===== src/cfg_loader_defines.svh =====
// Constants for the configuration mode loader: codes, counts and timing
`ifndef CFG_LOADER_DEFINES_SVH
`define CFG_LOADER_DEFINES_SVH
`define CLK_PERIOD_NS 10
`define CONFIG_CLOCK_SLOW_HZ 1000000
`define CONFIG_CLOCK_FAST_HZ 8000000
`define CONFIG_CLOCK_SLOW_HALF ((1000000000 / `CONFIG_CLOCK_SLOW_HZ) / (2 * `CLK_PERIOD_NS))
`define CONFIG_CLOCK_FAST_HALF ((1000000000 / `CONFIG_CLOCK_FAST_HZ) / (2 * `CLK_PERIOD_NS))
`define CONFIG_CLOCK_DIV_W 6
`define PROM_ACCESS_NS 100
`define PROM_WAIT ((`PROM_ACCESS_NS + `CLK_PERIOD_NS - 1) / `CLK_PERIOD_NS)
`define MODE_CODE_MASTER_SERIAL 3'h0
`define MODE_CODE_SLAVE_SERIAL 3'h7
`define MODE_CODE_PAR_UP 3'h4
`define MODE_CODE_PAR_DOWN 3'h6
`define MODE_CODE_PERIPH_SYNC 3'h3
`define MODE_CODE_PERIPH_ASYNC 3'h5
`define ADDR_W 22
`define ADDR_LOW_W 18
`define ADDR_ASCEND_START 22'h000000
`define ADDR_DESCEND_START 22'h3FFFFF
`define PREAMBLE 4'h2
`define LEN_COUNT_W 24
`define BYTE_W 8
`define BUF_DEPTH 2
`endif


===== src/cfg_loader_pkg.sv =====
// Types shared by the configuration mode loader
package cfg_loader_pkg;
  typedef enum logic [2:0] {
    MODE_MASTER_SERIAL, MODE_SLAVE_SERIAL, MODE_PAR_UP, MODE_PAR_DOWN,
    MODE_PERIPH_SYNC, MODE_PERIPH_ASYNC, MODE_RESERVED
  } mode_type;
  typedef enum logic [1:0] {HDR_HUNT, HDR_LENGTH, HDR_FRAMES} hdr_state_type;
  typedef enum logic {FETCH_IDLE, FETCH_WAIT} fetch_state_type;
endpackage : cfg_loader_pkg


===== src/byte_stream_if.sv =====
// Byte stream with valid and ready between loader and its buffer
`timescale 1ns/1ps
`include "cfg_loader_defines.svh"
interface byte_stream_if;
  logic valid;
  logic ready;
  logic [`BYTE_W-1:0] data;
  modport source (output valid, output data, input ready);
  modport sink (input valid, input data, output ready);
endinterface : byte_stream_if


===== src/byte_buffer.sv =====
// Two-entry byte buffer, flip-flop storage addressed by index
`timescale 1ns/1ps
`include "cfg_loader_defines.svh"
module byte_buffer (
  input wire logic i_sys_clk,
  input wire logic i_rstn,
  input wire logic i_ce,
  input wire logic i_flush,
  byte_stream_if.sink fill,
  byte_stream_if.source drain
);
  logic [`BYTE_W-1:0] mem_q [`BUF_DEPTH];
  logic wr_idx_q;
  logic rd_idx_q;
  logic [1:0] count_q;
  logic push;
  logic pop;

  // Full and empty come straight from the occupancy count
  assign fill.ready = (count_q != 2'(`BUF_DEPTH));
  assign drain.valid = (count_q != 2'h0);
  assign drain.data = mem_q[rd_idx_q];
  assign push = fill.valid & fill.ready;
  assign pop = drain.valid & drain.ready;

  // Storage write
  always_ff @(posedge i_sys_clk or negedge i_rstn) begin
    if (!i_rstn) begin
      mem_q[0] <= 8'h00;
      mem_q[1] <= 8'h00;
    end else if (i_ce && push) begin
      mem_q[wr_idx_q] <= fill.data;
    end
  end

  // Pointers and count; flush drops any stale bytes between loads
  always_ff @(posedge i_sys_clk or negedge i_rstn) begin
    if (!i_rstn) begin
      wr_idx_q <= 1'b0;
      rd_idx_q <= 1'b0;
      count_q <= 2'h0;
    end else if (i_ce) begin
      if (i_flush) begin
        wr_idx_q <= 1'b0;
        rd_idx_q <= 1'b0;
        count_q <= 2'h0;
      end else begin
        if (push) wr_idx_q <= ~wr_idx_q;
        if (pop) rd_idx_q <= ~rd_idx_q;
        count_q <= count_q + 2'(push) - 2'(pop);
      end
    end
  end
endmodule : byte_buffer


===== src/config_mode_loader.sv =====
// Configuration loader front end: mode select, clocking, fetch, serialize, chain
`timescale 1ns/1ps
`include "cfg_loader_defines.svh"
module config_mode_loader
  import cfg_loader_pkg::*;
(
  input wire logic i_sys_clk,
  input wire logic i_rstn,
  input wire logic i_ce,
  input wire logic i_start,
  input wire logic i_config_done,
  input wire logic i_own_loaded,
  input wire logic i_fast_clock,
  input wire logic i_addr22,
  input wire logic i_low_voltage,
  input wire logic i_mode_sel_hi,
  input wire logic i_mode_sel_mid,
  input wire logic i_mode_sel_lo,
  input wire logic i_config_clock,
  input wire logic i_din,
  input wire logic [`BYTE_W-1:0] i_prom_data,
  input wire logic [`BYTE_W-1:0] i_host_data,
  input wire logic i_host_wr_n,
  input wire logic i_aux_use,
  input wire logic i_aux_mid_value,
  output logic o_config_clock,
  output logic o_config_clock_oe_n,
  output logic [`ADDR_LOW_W-1:0] o_prom_addr,
  output logic o_prom_addr_oe_n,
  output logic [3:0] o_upper_prom_address,
  output logic o_upper_prom_address_oe_n,
  output logic o_host_ready,
  output logic o_dout,
  output logic o_stream_bit,
  output logic o_stream_valid,
  output logic [`LEN_COUNT_W-1:0] o_length_count,
  output logic o_length_valid,
  output mode_type o_mode,
  output logic o_loading,
  output logic o_aux_in_hi,
  output logic o_aux_in_lo,
  output logic o_mode_sel_mid,
  output logic o_mode_sel_mid_oe_n
);
  localparam int SYNC_W = 22;

  function automatic mode_type decode_mode(input logic [2:0] code);
    unique case (code)
      `MODE_CODE_MASTER_SERIAL: decode_mode = MODE_MASTER_SERIAL;
      `MODE_CODE_SLAVE_SERIAL: decode_mode = MODE_SLAVE_SERIAL;
      `MODE_CODE_PAR_UP: decode_mode = MODE_PAR_UP;
      `MODE_CODE_PAR_DOWN: decode_mode = MODE_PAR_DOWN;
      `MODE_CODE_PERIPH_SYNC: decode_mode = MODE_PERIPH_SYNC;
      `MODE_CODE_PERIPH_ASYNC: decode_mode = MODE_PERIPH_ASYNC;
      default: decode_mode = MODE_RESERVED;
    endcase
  endfunction : decode_mode

  logic [SYNC_W-1:0] pin_raw;
  logic [SYNC_W-1:0] meta_q;
  logic [SYNC_W-1:0] sync_q;
  logic config_clock_prev_q;
  logic wr_n_prev_q;
  logic loading_q;
  logic configured_q;
  logic low_voltage_q;
  mode_type mode_q;
  logic par_mode;
  logic periph_mode;
  logic byte_mode;
  logic ext_clock;
  logic gen_run;
  logic [`CONFIG_CLOCK_DIV_W-1:0] div_q;
  logic [`CONFIG_CLOCK_DIV_W-1:0] half;
  logic gen_config_clock_q;
  logic gen_hit;
  logic fast_q;
  logic rise;
  logic fall;
  logic [`BYTE_W-1:0] ser_q;
  logic [3:0] ser_cnt_q;
  logic bit_valid;
  logic bit_val;
  fetch_state_type fetch_q;
  logic [3:0] wait_q;
  logic [`ADDR_W-1:0] addr_q;
  logic upper_en;
  logic host_push;
  logic fetch_push;
  hdr_state_type hdr_q;
  logic [2:0] pre_q;
  logic [4:0] len_cnt_q;
  logic fwd_q;
  logic [2:0] aux_q;
  byte_stream_if fill_if ();
  byte_stream_if drain_if ();

  // Two-stage synchronisers on the mode, clock, data-in, write strobe and both byte buses; only stage two feeds logic
  assign pin_raw = {i_mode_sel_hi, i_mode_sel_mid, i_mode_sel_lo, i_config_clock, i_din,
                    i_host_wr_n, i_prom_data, i_host_data};
  generate
    for (genvar i = 0; i < SYNC_W; i++) begin : g_sync
      always_ff @(posedge i_sys_clk or negedge i_rstn) begin
        if (!i_rstn) begin
          meta_q[i] <= 1'b0;
          sync_q[i] <= 1'b0;
        end else if (i_ce) begin
          meta_q[i] <= pin_raw[i];
          sync_q[i] <= meta_q[i];
        end
      end
    end
  endgenerate

  // Mode class decode
  assign par_mode = (mode_q == MODE_PAR_UP) || (mode_q == MODE_PAR_DOWN);
  assign periph_mode = (mode_q == MODE_PERIPH_SYNC) || (mode_q == MODE_PERIPH_ASYNC);
  assign byte_mode = par_mode || periph_mode;
  assign ext_clock = (mode_q == MODE_SLAVE_SERIAL) || (mode_q == MODE_PERIPH_SYNC);

  // Load start samples mode pins and the variant strap; reserved codes stay idle
  always_ff @(posedge i_sys_clk or negedge i_rstn) begin
    if (!i_rstn) begin
      loading_q <= 1'b0;
      configured_q <= 1'b0;
      low_voltage_q <= 1'b0;
      mode_q <= MODE_SLAVE_SERIAL;
    end else if (i_ce) begin
      if (i_start && !loading_q) begin
        mode_q <= decode_mode(sync_q[21:19]);
        loading_q <= (decode_mode(sync_q[21:19]) != MODE_RESERVED);
        configured_q <= 1'b0;
        low_voltage_q <= i_low_voltage;
      end else if (loading_q && i_config_done) begin
        loading_q <= 1'b0;
        configured_q <= 1'b1;
      end
    end
  end

  // Generated clock runs freely in master serial, in bursts while a byte is shifting
  assign gen_run = loading_q && ((mode_q == MODE_MASTER_SERIAL) ||
                   ((par_mode || mode_q == MODE_PERIPH_ASYNC) && ser_cnt_q != 4'h0));
  assign half = fast_q ? `CONFIG_CLOCK_DIV_W'(`CONFIG_CLOCK_FAST_HALF) : `CONFIG_CLOCK_DIV_W'(`CONFIG_CLOCK_SLOW_HALF);
  assign gen_hit = (div_q == half - `CONFIG_CLOCK_DIV_W'(1));

  // Divider; a running high phase always completes so no runt pulse leaves the pin
  always_ff @(posedge i_sys_clk or negedge i_rstn) begin
    if (!i_rstn) begin
      div_q <= 6'h00;
      gen_config_clock_q <= 1'b0;
    end else if (i_ce) begin
      if (gen_run || gen_config_clock_q) begin
        div_q <= gen_hit ? 6'h00 : div_q + 6'h01;
        if (gen_hit) gen_config_clock_q <= ~gen_config_clock_q;
      end else begin
        div_q <= 6'h00;
      end
    end
  end

  // Rate starts slow and may go fast once frames begin
  always_ff @(posedge i_sys_clk or negedge i_rstn) begin
    if (!i_rstn) begin
      fast_q <= 1'b0;
    end else if (i_ce) begin
      fast_q <= loading_q && (hdr_q == HDR_FRAMES) && i_fast_clock;
    end
  end

  // Edge events from either the own divider or the sampled external clock
  always_ff @(posedge i_sys_clk or negedge i_rstn) begin
    if (!i_rstn) begin
      config_clock_prev_q <= 1'b0;
      wr_n_prev_q <= 1'b1;
    end else if (i_ce) begin
      config_clock_prev_q <= sync_q[18];
      wr_n_prev_q <= sync_q[16];
    end
  end
  assign rise = ext_clock ? (sync_q[18] && !config_clock_prev_q)
                          : ((gen_run || gen_config_clock_q) && gen_hit && !gen_config_clock_q);
  assign fall = ext_clock ? (!sync_q[18] && config_clock_prev_q)
                          : ((gen_run || gen_config_clock_q) && gen_hit && gen_config_clock_q);

  // Byte source: host strobe in peripheral modes, memory fetch in parallel modes
  assign o_host_ready = loading_q && periph_mode && fill_if.ready;
  assign host_push = o_host_ready && wr_n_prev_q && !sync_q[16];
  assign fetch_push = loading_q && par_mode && (fetch_q == FETCH_WAIT) &&
                      (wait_q == 4'(`PROM_WAIT - 1));
  assign fill_if.valid = host_push || fetch_push;
  assign fill_if.data = par_mode ? sync_q[15:8] : sync_q[7:0];

  byte_buffer u_buffer (
    .i_sys_clk(i_sys_clk),
    .i_rstn(i_rstn),
    .i_ce(i_ce),
    .i_flush(i_start && !loading_q),
    .fill(fill_if.sink),
    .drain(drain_if.source)
  );

  // Fetch sequencer waits out the memory access, then pushes and steps the address
  always_ff @(posedge i_sys_clk or negedge i_rstn) begin
    if (!i_rstn) begin
      fetch_q <= FETCH_IDLE;
      wait_q <= 4'h0;
      addr_q <= `ADDR_ASCEND_START;
    end else if (i_ce) begin
      if (i_start && !loading_q) begin
        fetch_q <= FETCH_IDLE;
        addr_q <= (decode_mode(sync_q[21:19]) == MODE_PAR_DOWN) ? `ADDR_DESCEND_START
                                                                : `ADDR_ASCEND_START;
      end else begin
        unique case (fetch_q)
          FETCH_IDLE: begin
            wait_q <= 4'h0;
            if (loading_q && par_mode && fill_if.ready) fetch_q <= FETCH_WAIT;
          end
          FETCH_WAIT: begin
            if (fetch_push) begin
              fetch_q <= FETCH_IDLE;
              // One counter for all 22 bits keeps upper and lower lines continuous
              addr_q <= (mode_q == MODE_PAR_DOWN) ? addr_q - 22'h000001
                                                  : addr_q + 22'h000001;
            end else begin
              wait_q <= wait_q + 4'h1;
            end
          end
        endcase
      end
    end
  end

  // Address pins; upper lines only once 22 lines are selected or on low-voltage parts
  assign upper_en = loading_q && par_mode && (low_voltage_q || i_addr22);
  assign o_prom_addr = addr_q[`ADDR_LOW_W-1:0];
  assign o_upper_prom_address = addr_q[`ADDR_W-1:`ADDR_LOW_W];
  assign o_prom_addr_oe_n = !(loading_q && par_mode);
  assign o_upper_prom_address_oe_n = !upper_en;
  assign o_config_clock = gen_config_clock_q;
  assign o_config_clock_oe_n = !(loading_q && !ext_clock);

  // Serializer: byte in when empty, D0 first, one bit per rising edge
  assign drain_if.ready = loading_q && byte_mode && (ser_cnt_q == 4'h0);
  always_ff @(posedge i_sys_clk or negedge i_rstn) begin
    if (!i_rstn) begin
      ser_q <= 8'h00;
      ser_cnt_q <= 4'h0;
    end else if (i_ce) begin
      if (!loading_q) begin
        ser_cnt_q <= 4'h0;
      end else if (drain_if.valid && drain_if.ready) begin
        ser_q <= drain_if.data;
        ser_cnt_q <= 4'(`BYTE_W);
      end else if (rise && ser_cnt_q != 4'h0) begin
        ser_q <= {1'b0, ser_q[`BYTE_W-1:1]};
        ser_cnt_q <= ser_cnt_q - 4'h1;
      end
    end
  end

  // Bit stream: serial modes sample input on the rising edge, byte modes shift out
  assign bit_valid = loading_q && rise && (byte_mode ? (ser_cnt_q != 4'h0) : 1'b1);
  assign bit_val = byte_mode ? ser_q[0] : sync_q[17];
  always_ff @(posedge i_sys_clk or negedge i_rstn) begin
    if (!i_rstn) begin
      o_stream_bit <= 1'b0;
      o_stream_valid <= 1'b0;
    end else if (i_ce) begin
      o_stream_valid <= bit_valid;
      if (bit_valid) o_stream_bit <= bit_val;
    end
  end

  // Header tracker: hunt preamble, then shift in the length count MSB first
  always_ff @(posedge i_sys_clk or negedge i_rstn) begin
    if (!i_rstn) begin
      hdr_q <= HDR_HUNT;
      pre_q <= 3'h0;
      len_cnt_q <= 5'h00;
      o_length_count <= 24'h000000;
      o_length_valid <= 1'b0;
    end else if (i_ce) begin
      o_length_valid <= 1'b0;
      if (!loading_q) begin
        hdr_q <= HDR_HUNT;
        pre_q <= 3'h0;
      end else if (bit_valid) begin
        pre_q <= {pre_q[1:0], bit_val};
        unique case (hdr_q)
          HDR_HUNT: begin
            len_cnt_q <= 5'h00;
            if ({pre_q, bit_val} == `PREAMBLE) hdr_q <= HDR_LENGTH;
          end
          HDR_LENGTH: begin
            o_length_count <= {o_length_count[`LEN_COUNT_W-2:0], bit_val};
            len_cnt_q <= len_cnt_q + 5'h01;
            if (len_cnt_q == 5'(`LEN_COUNT_W - 1)) begin
              hdr_q <= HDR_FRAMES;
              o_length_valid <= 1'b1;
            end
          end
          HDR_FRAMES: begin
            hdr_q <= HDR_FRAMES;
          end
        endcase
      end
    end
  end

  // Chain output: bit caught at rise, launched at the following fall
  always_ff @(posedge i_sys_clk or negedge i_rstn) begin
    if (!i_rstn) begin
      fwd_q <= 1'b1;
      o_dout <= 1'b1;
    end else if (i_ce) begin
      if (bit_valid) fwd_q <= bit_val;
      if (!loading_q) begin
        o_dout <= 1'b1;
      end else if (fall) begin
        o_dout <= (hdr_q == HDR_FRAMES && !i_own_loaded) ? 1'b1 : fwd_q;
      end
    end
  end

  // Mode pins as user pins after load, only when the design asks for them
  always_ff @(posedge i_sys_clk or negedge i_rstn) begin
    if (!i_rstn) begin
      aux_q <= 3'h0;
    end else if (i_ce) begin
      aux_q <= {sync_q[21], sync_q[19], i_aux_mid_value} & {3{configured_q && i_aux_use}};
    end
  end
  assign o_aux_in_hi = aux_q[2];
  assign o_aux_in_lo = aux_q[1];
  assign o_mode_sel_mid = aux_q[0];
  assign o_mode_sel_mid_oe_n = !(configured_q && i_aux_use);
  assign o_mode = mode_q;
  assign o_loading = loading_q;
endmodule : config_mode_loader


===== config.mk =====
export PLATFORM = sky130hd
export DESIGN_NAME = config_mode_loader
export DESIGN_NICKNAME = d
export VERILOG_FILES = /design/src/cfg_loader_pkg.sv /design/src/byte_stream_if.sv /design/src/byte_buffer.sv /design/src/config_mode_loader.sv
export VERILOG_INCLUDE_DIRS = /design/src /design/src/src
export SDC_FILE = /design/constraint.sdc
export NUM_CORES = 1
export LEC_CHECK = 0
export BUFFER_PORTS_ARGS = -buffer_cell sky130_fd_sc_hd__buf_4
export CAP_MARGIN = 5
export CORE_UTILIZATION = 50
export CTS_CLUSTER_DIAMETER = 200
export DETAILED_ROUTE_END_ITERATION = 16
export PLACE_DENSITY = 0.7
export SLEW_MARGIN = 5
export SYNTH_ARGS = -nofsm -noshare
export SYNTH_HDL_FRONTEND = slang
export SYNTH_SLANG_ARGS = --single-unit

===== constraint.sdc =====
create_clock -name i_sys_clk -period 5.3 [get_ports i_sys_clk]
set_input_delay 1.06 -clock i_sys_clk [delete_from_list [all_inputs] [get_ports i_sys_clk]]
set_output_delay 1.06 -clock i_sys_clk [all_outputs]
set_load 0.005 [all_outputs]

# Yosys cells after proc, flatten, opt, wreduce, memory -nomap -nowiden
# Cells that the tools add are included.
# totals
ff_bits,161
inputBits,33
out_inout_bits,63
# classes
addsub,9
order_cmp,3
eq_ne,25
muxes,57
bitwise,10
reduce_logical,79
# op_table
operator,count
22-bit 2-to-1 mux,5
8-bit 2-to-1 mux,7
1-bit logical AND,31
"22-bit by 1-bit adder with 22-bit output, second input constant",1
1-bit 2-to-1 mux,22
"22-bit by 1-bit subtractor with 22-bit output, second input constant",1
"3-bit equality test, second input constant",6
6-bit 2-to-1 mux,3
3-bit one-hot mux with 6 select lines,1
16-bit bitwise mux,1
4-bit 2-to-1 mux,4
2-bit AND reduction,8
2-bit nonzero test,8
"3-bit by 2-bit equality test with 1-bit output, second input constant",4
3-bit 2-to-1 mux,4
3-bit AND reduction,4
4-bit AND reduction,3
1-bit logical NOT,11
2-bit 2-to-1 mux,5
5-bit one-hot mux with 2 select lines,1
1-bit logical OR,9
"3-bit inequality test, second input constant",3
8-bit demux with 1-bit select,1
4-bit one-hot mux with 2 select lines,1
other kinds (29),39

# Logic depth before layout (Yosys ltp)
# Gate-level depths: netlist of run 1.
# depth
ltp_word,14
ltp_mapped,12
depth_no_buf,11

# By module
# A second synthesis of run 1 with hierarchy kept.
# hier_totals
hier_cells,763
hier_area_um2,8530.7
# modules_own_cells
mod,instances,cells_per_inst,area_each_um2,seq_area_each_um2
config_mode_loader,1,693,7537.2,3533.4
byte_buffer,1,70,993.5,500.5

# Worst setup path before layout of run 1
# Ideal clock, no wire load.
# synth_timing
kind,register to register
start,"reg mode_q[0], in the netlist o_mode[0]"
end,reg addr_q[18]
arrival_time_ps,2974
t_required_ps,5163
setup_slack_ps,2189
stages_incl_launch_ff,10
synth_period_minus_slack_ps,3111
cell_sequence,dfstp_2 -> and3_1 -> ha_1 -> a21o_1 -> a221oi_1 -> o221a_2 -> nor4_1 -> a311oi_1 -> xor2_1 -> a21oi_1
# synth_between
elab_chain_cells,7
elab_cells_between_ends,12
cone_classes,2 x eq/ne; 4 x mux; 6 x reduce/logical
# synth_rtl
element,line_no,source
"start, declared",config_mode_loader.sv:67,mode_type mode_q;
"start signal, assigned",config_mode_loader.sv:130,mode_q <= decode_mode(sync_q[21:19]);
3-bit by 2-bit equality test with 1-bit output (on tied branches),"config_mode_loader.sv:116, config_mode_loader.sv:224",
1-bit logical OR,config_mode_loader.sv:116,assign par_mode = (mode_q == MODE_PAR_UP) || (mode_q == MODE_PAR_DOWN);
1-bit logical AND (3 in a row),config_mode_loader.sv:189,assign fetch_push = loading_q && par_mode && (fetch_q == FETCH_WAIT) &&
2-bit nonzero test (no line),n/a,
3-bit AND reduction (no line),n/a,
"end signal, assigned",config_mode_loader.sv:208,addr_q <= `ADDR_ASCEND_START;
"end signal, assigned",config_mode_loader.sv:212,addr_q <= (decode_mode(sync_q[21:19]) == MODE_PAR_DOWN) ? `ADDR_DESCEND_START
"end signal, assigned",config_mode_loader.sv:224,addr_q <= (mode_q == MODE_PAR_DOWN) ? addr_q - 22'h000001
"end, declared",config_mode_loader.sv:86,logic [`ADDR_W-1:0] addr_q;
# Several ways; a longest one is shown, not always the timed one. The select of a mux whose other input is x is not followed.
# A chain may end at the register's enable or synchronous reset.

# Final worst setup path of run 1
# layout_timing
start,"reg mode_q[2], in the netlist o_mode[2]"
end,reg addr_q[21]
# The elaborated chain is that of the path after synthesis.

==> summary.md, run 1 <==
| Metric | Value |
|---|---|
| Routed len/inst | 16.3 um |
| Critical path class | reg2reg |
| Diodes inserted | 0 |
| Initial antenna violation count | 0 |
| CP Capture Point | addr_q[21]$_DFFE_PN0P_ |
| CTS tree | yes |
| Leakage | 4.50 nW |
| Routability cong. | 0.886 |
| Setup bufs post-CTS | 0 |
| Distinct cell type count after synthesis | 60 |
| Top-Level Pins | 96 |
| CTS hold repair buffers | 0 |
| Core Footprint | 15900 sq um |
| Worst skew pair latency | 0.43 ns |
| Slew margin rel. | 32.8% |
| Synth Warn # | 0 |
| Die width | 130 um |
| Setup TNS | 0 ns |
| Placement Setup Slack | 1.32 ns |
| Async S/R FF share, synth | 100% |
| Worst vdd ir | 0.295 mV |
| Status | finished, final reports clean |
| Final Cycle Share | 75.8% |
| Met3 capacity usage during global routing | 4.50% |
| Most frequent cells in the layout | 157 x dfrtp_1, 101 x buf_4, 72 x nand2_1 |
| Clk root buf | clkbuf_16 |
| Worst Hold Launch | u_buffer.mem_q[3]$_DFFE_PN0P_ |
| Synth Cell Area | 8150 sq um |
| First-pass GRT wire length | 30100 um |
| Reg-to-Reg End | addr_q[21]$_DFFE_PN0P_ |
| Crit path DAT | 4.29 ns |
| Vias in the first global route | 6118 |
| Fin. max-slew vios | 0 |
| Hold Crit Class | reg2reg |
| Pin count of the biggest net entering global routing | 62 |
| Crit. End Element | flop |
| Worst-path clk slew | 0.06 ns |
| DRT iter0 DRCs | 461 |
| Setup violators final | 0 |
| DPL Wire Length | 12200 um |
| # DRC | 0 |
| Share of cells above drive strength 1 | 24.9% |
| DR vias/cell | 5.57 |
| Gr usage total | 22.7% |
| CTS Buf Count | 17 |
| Mapped Avg Cell Area | 10.5 sq um |
| FF-to-FF Start | o_mode[2]$_DFFE_PN0P_ |
| Pwr/cell area | 464 nW/um^2 |
| Power Total | 4.48 mW |
| Startpoint Class | flop |
| Cell row count | 46 |
| GRT Max-Usage Layer | met2 |
| Number of flops mapped to enable cells by yosys | 0 |
| Post-DRT Antenna Nets | 0 |
| RSZ-0062 raised after global routing | no |
| Post-CTS Resized | 0 |
| Via Count | 6081 |
| Syn-to-layout area delta | 18.5% |
| Max Root-Sink Buffers | 2 |
| Nets | 930 |
| Worst Skew | 0.00883 ns |
| # port buffers | 95 |
| Total gr overflow | 0 |
| Max Freq | 249 MHz |
| R2R Setup Slk | 1.28 ns |
| Worst Reg2Reg Path Length in Cells | 11 |
| Post-synthesis sequential element count | 161 |
| Top FF cell, synth | dfrtp_1 |
| Clk sinks | 161 |
| Min Tclk post-route | 4.02 ns |
| Critical Path RT | 5.57 ns |
| MaxCap Viol Count | 0 |
| Commonest non-fill, non-tap cell in the layout | dfrtp_1 |
| FILL cells | 1365 |
| Worst-margin pin slew | 1.01 ns |
| Max Fanout on Critical Path | 25 |
| Drt first pass iters | 5 |
| Post-Syn Instances | 774 |
| Die ar. | 16800 sq um |
| Syn nets | 841 |
| Vert. Die Dim | 130 um |
| Wirelength, routed | 17800 um |
| Met1 Use GR | 29.9% |
| Final cell utilization of the core | 60.8% |
| Initial Utilization | 51.3% |
| Final Hold Fails | 0 |
| Met2 usage | 37.8% |
| Crit. Startpoint | o_mode[2]$_DFFE_PN0P_ |
| CTS H-Tree Depth | 4 |
| Share of the yosys chip area belonging to registers | 49.5% |
| Setup ws final | 1.28 ns |
==> registers in the layout, summed over array words and instances (netlist names), 2 cells and up <==
name / count
aux_q: 3
o_mode: 3
ser_cnt_q: 4
sync_q: 22
meta_q: 22
o_length_count: 24
addr_q: 22
u_buffer.count_q: 2
wait_q: 4
hdr_q: 2
div_q: 6
u_buffer.mem_q: 16
pre_q: 3
len_cnt_q: 5
ser_q: 8
==> synthesized netlist by cell type (all sizes together) (5+ instances only) <==
cell type / number / area, sq um
a22o: 7 / 61.3
o21ai: 60 / 300
a21o: 7 / 52.6
and3: 7 / 43.8
ha: 33 / 413
nand4: 8 / 50.1
mux2i: 17 / 170
buf: 11 / 60.1
inv: 24 / 90.1
clkbuf: 21 / 78.8
nand3: 14 / 70.1
xnor2: 17 / 149
o2bb2ai: 6 / 52.6
nor4: 5 / 31.3
nand2b: 6 / 37.5
dfrtp: 157 / 3930
xor2: 9 / 78.8
a21oi: 63 / 315
mux2: 74 / 890
o21a: 5 / 37.5
nor2: 71 / 267
nor2b: 7 / 43.8
nand2: 73 / 282
nor3: 8 / 40.0
==> how the worst min path moves through the flow <==
stage / endpoint / cells after the start
global route: o_stream_valid$_DFFE_PN0P_ / 1
global placement: u_buffer.mem_q[7]$_DFFE_PN0P_ / 2
finish: u_buffer.mem_q[3]$_DFFE_PN0P_ / 2
detailed placement: u_buffer.mem_q[3]$_DFFE_PN0P_ / 2
floorplan: u_buffer.mem_q[7]$_DFFE_PN0P_ / 2
CTS: u_buffer.mem_q[3]$_DFFE_PN0P_ / 2
==> layout make-up <==
type	count	area [sq um]	area share, %
flip-flops and latches	161	4030	41.8
multi-input cells	557	3880	40.2
repair buffers	102	769	7.97
clock buffers	20	467	4.83
well taps	216	270	2.80
clock inverters	12	143	1.48
inverters	24	90.1	0.933
==> logic make-up after synthesis <==
family	count (synthesis)	synth area share [%]
simple gates	221	12.6
compound gates	185	13.9
flops	161	49.5
mux	91	13.0
xor+xnor	26	2.80
fa+ha+maj	34	5.31
buf+inv	56	2.81
==> worst max-delay path, stage by stage (launching register included) <==
cell	delay [ns]
dfrtp_1	0.46
inv_1	0.11
ha_1	0.64
and2_1	0.28
inv_1	0.07
nor4b_1	0.65
o21a_1	0.22
buf_4	0.27
o31a_1	0.60
nand2_1	0.34
o21ai_0	0.16
a21oi_1	0.06
==> through the flow <==
| step | area, sq um | instances | hold WS, ns |
|---|---|---|---|
| 3_5_place_dp | 9050 | 1060 | 0.472 |
| 5_1_grt | 9660 | 1092 | 0.502 |
| 6_report | 9660 | 1092 | 0.483 |
| 3_3_place_gp | 9050 | 1060 | 0.462 |
| 4_1_cts | 9660 | 1092 | 0.487 |
| 2_1_floorplan | 8150 | 774 | 0.444 |
==> per-layer routing <==
layer,part of all wire (%),routed length (um)
met1,45,7950
met2,49,8720
met3,4.8,853
met4,1.6,285
met5,0,0
==> power breakdown <==
| group | leakage, nW | switching [mW] | internal, mW |
|---|---|---|---|
| clock | 0.304 | 0.517 | 0.742 |
| sequential | 2.05 | 0.217 | 1.46 |
| combinational | 2.15 | 0.840 | 0.708 |
No activity file was read; power rests on OpenSTA's default activity.
==> run 2, diff against run 1 <==
Settings changed: ABC_AREA set to 1, PLACE_DENSITY 0.7 to 0.72.
Clock period 5.3 ns to 3.3 ns, I/O delays scaled along.
==> run 2 against run 1 <==
Clock power increased by 56%. Sequential cell count is the same. Sequential power is 66% higher. Die area up 8.4%. Sequential share of layout area down 2.7 points. First-iteration DRC count up 7.6%. Global-route usage grew 0.68 points. Clock skew grew 0.0023 ns. Wire length is 12% higher. Power grew 75%. Utilization down 1.1 points. Highest routed layer unchanged.
==> summary.md, run 2 <==
| Metric | Value |
|---|---|
| Status | finished, final reports clean |
| Leading post-synthesis cells by cell area | dfrtp_1 44%, nand2_1 17%, inv_1 5.4% |
| Post-synthesis sequential element count | 161 (unchanged) |
| DRT iter0 DRCs | 496 (+7.6%) |
| # DRC | 0 (unchanged) |
| Worst-path clk slew | 0.08 ns (+0.02 ns) |
| Startpoint Class | flop |
| Most frequent cells in the layout | 405 x nand2_1, 157 x dfrtp_1, 127 x inv_1 |
| Post-DRT Antenna Nets | 0 (unchanged) |
| CP max stage cell | dfstp_2 |
| Max Freq | 377 MHz (+51%) |
| CTS tree | yes |
| Synth Warn # | 0 (unchanged) |
| Initial Utilization | 51.1% (-0.17 points) |
| Share of the yosys chip area belonging to registers | 45.6% (-3.9 points) |
| CP dominant cell by count | nand3_1 |
| Worst vdd ir | 0.469 mV (+59%) |
| Buf/Inv on CP | 3 (unchanged) |
| Setup violators final | 0 (unchanged) |
| Clk root buf | clkbuf_16 |
| Final cell utilization of the core | 59.7% (-1.1 points) |
| Pwr/cell area | 758 nW/um^2 (+63%) |
| Syn-to-layout area delta | 16.8% |
| Worst-margin pin slew | 0.630 ns (-0.378 ns) |
| P_int | 4.59 mW (+58%) |
| Pin count of the biggest net entering global routing | 76 (+23%) |
| Fin. max-slew vios | 0 (unchanged) |
| Die width | 135 um (+4.1%) |
| Met3 capacity usage during global routing | 4.35% (-0.15 points) |
| # port buffers | 95 (unchanged) |
| Critical Path RT | 3.60 ns (-1.97 ns) |
| Distinct cell type count after synthesis | 45 (-25%) |
| Top delay family on crit path | simple AND/OR/NAND/NOR gates |
| Vert. Die Dim | 135 um (+4.1%) |
| Crit path DAT | 2.96 ns (-1.33 ns) |
| Synth Cell Area | 8840 sq um (+8.5%) |
| Hold Crit Class | in2async |
| Portion of total power attributed to the clock network | 25.1% (-3.0 points) |
| CTS H-Tree Depth | 4 (unchanged) |
| Initial antenna violation count | 0 (unchanged) |
| Setup TNS | 0 ns (unchanged) |
| Top-area cell type share of the netlist area | 44.4% (-3.8 points) |
| Leakage | 5.34 nW (+19%) |
| Comb pwr share | 39.3% (+4.8 points) |
| Via Count | 7512 (+24%) |
| CP peak stage delay | 0.59 ns (-0.06 ns) |
| Syn nets | 1213 (+44%) |
| DPL Wire Length | 14300 um (+18%) |
| Critical path class | reg2reg |
| Diodes inserted | 0 (unchanged) |
| Met1 Use GR | 32.6% (+2.7 points) |
| Leading area contributor after synthesis | dfrtp_1 |
| Count leader, synth | nand2_1 |
| Total gr overflow | 0 (unchanged) |
| Power Total | 7.83 mW (+75%) |
| Setup bufs post-CTS | 0 (unchanged) |
| Max Root-Sink Buffers | 2 (unchanged) |
| Final Cell Area | 10300 sq um (+6.9%) |
| Crit. End Element | flop |
| Wirelength, routed | 19900 um (+12%) |
| Vias in the first global route | 7004 (+14%) |
| Final Cycle Share | 80.4% (+4.6 points) |
| Gr usage total | 23.4% (+0.68 points) |
| Commonest non-fill, non-tap cell in the layout | nand2_1 |
| Top cells by count, synth | 405 x nand2_1, 157 x dfrtp_1, 127 x inv_1 |
| Biggest register | o_length_count |
| Cell row count | 48 (+4.3%) |
| Mapped Avg Cell Area | 7.71 sq um (-27%) |
| Worst skew pair latency | 0.43 ns (about the same) |
| Top-Level Pins | 96 (unchanged) |
| Core Footprint | 17300 sq um (+8.9%) |
| Clk sinks | 161 (unchanged) |
| CTS Buf Count | 17 (unchanged) |
| Top FF cell, synth | dfrtp_1 |
| Net switching power | 3.24 mW (+110%) |
| Routed len/inst | 13.5 um (-17%) |
| Async S/R FF share, synth | 100% (unchanged) |
| Max reg flops | 24 (unchanged) |
| Nets | 1304 (+40%) |
| FILL cells | 1621 (+19%) |
| Worst path cell trace | nand3_1 > inv_1 > buf_4 > ha_1 > nand2_1 > inv_1 > a21oi_1 > nand3_1 > or2_2 > nand3_1 > a21oi_1 |
| Final Hold Fails | 0 (unchanged) |
| Post-Syn Instances | 1146 (+48%) |
| Sw Share | 41.4% (+6.3 points) |
| Share of cells above drive strength 1 | 16.4% (-8.5 points) |
| Met2 usage | 37.2% (-0.64 points) |
| Min Tclk post-route | 2.65 ns (-1.37 ns) |
| Number of flops mapped to enable cells by yosys | 0 (unchanged) |
| Drt first pass iters | 6 (+1) |
| CTS hold repair buffers | 0 (unchanged) |
| Max Fanout on Critical Path | 21 (-16%) |
| First-pass GRT wire length | 33900 um (+12%) |
| RSZ-0062 raised after global routing | no |
| Worst Skew | 0.0111 ns (+0.00227 ns) |
| Sequential share of power | 35.7% (-1.7 points) |
| MaxCap Viol Count | 0 (unchanged) |
| DR vias/cell | 5.09 (-8.5%) |
| Slew margin rel. | 58.0% (+25 points) |
| Placed Area | 9740 sq um (+7.6%) |
| Routability cong. | 0.952 (+7.4%) |
| Post-CTS Resized | 0 (unchanged) |
| Die ar. | 18200 sq um (+8.4%) |
| GRT Max-Usage Layer | met2 |
[run 2: cells by family after synthesis]
family | Yosys count | share of synthesized area, %
adder cells (fa/ha/maj) | 34 | 4.90
AO/OA/AOI/OAI | 163 | 11.1
XOR/XNOR | 11 | 1.09
flip-flops | 161 | 45.6
AND/OR/NAND/NOR | 605 | 29.0
buffers and inverters | 171 | 8.10
multiplexers | 1 | 0.113
[run 2: cell type report]
cell class	instances	area (sq um)	area share, %
Clock buffer	17	425	4.12
Tap cell	225	282	2.73
Clock inverter	15	165	1.60
Inverter	136	510	4.94
Sequential cell	161	4030	39.1
Multi-Input combinational cell	814	4090	39.6
Timing Repair Buffer	107	820	7.94
[run 2: layer usage]
metal | wire length [um] | up-vias
met1 | 9610 | 3471
met3 | 858 | 19
li1 | - | 3837
met5 | 0 | -
met4 | 203 | 0
met2 | 9280 | 185
[run 2: power by group through the flow]
stage / logic, mW / clock network (mW) / registers [mW]
2_1_floorplan: 2.14 / 0 / 2.69
6_report: 3.07 / 1.96 / 2.79
4_1_cts: 3.07 / 2.00 / 2.79
3_3_place_gp: 2.99 / 0 / 2.81
5_1_grt: 3.49 / 2.09 / 2.85
3_5_place_dp: 3.04 / 0 / 2.82
[run 2: worst paths after layout]
path,endpoint,depth (start not counted),slack [ns],startpoint
min in group i_sys_clk,meta_q[12]$_DFFE_PN0P_,3,0.42,i_prom_data[4]
setup / recovery,addr_q[10]$_DFFE_PN0P_,11,0.65,o_mode[0]$_DFFE_PN1P_
hold / removal,addr_q[8]$_DFFE_PN0P_,1,0.12,i_rstn
max in group asynchronous,len_cnt_q[3]$_DFFE_PN0P_,2,2.36,i_rstn
setup reg to reg,addr_q[10]$_DFFE_PN0P_,11,0.65,o_mode[0]$_DFFE_PN1P_
hold reg to reg,meta_q[9]$_DFFE_PN0P_,2,0.47,meta_q[9]$_DFFE_PN0P_
[run 2: metrics by stage]
stage | hold slack (ns) | instances | worst slack (ns)
after floorplan | 0.364 | 1146 | 0.909
after global placement | 0.451 | 1443 | 0.650
after detailed placement | 0.459 | 1443 | 0.712
after CTS | 0.122 | 1475 | 0.695
after global routing | 0.136 | 1475 | 0.520
final | 0.122 | 1475 | 0.646
[run 2: worst register-to-register path, stage by stage, from the launching register on]
cell     delay (ns)
dfstp_2        0.59
nand3_1        0.13
inv_1          0.07
buf_4          0.26
ha_1           0.34
nand2_1        0.16
inv_1          0.06
a21oi_1        0.23
nand3_1        0.21
or2_2          0.31
nand3_1        0.09
a21oi_1        0.07
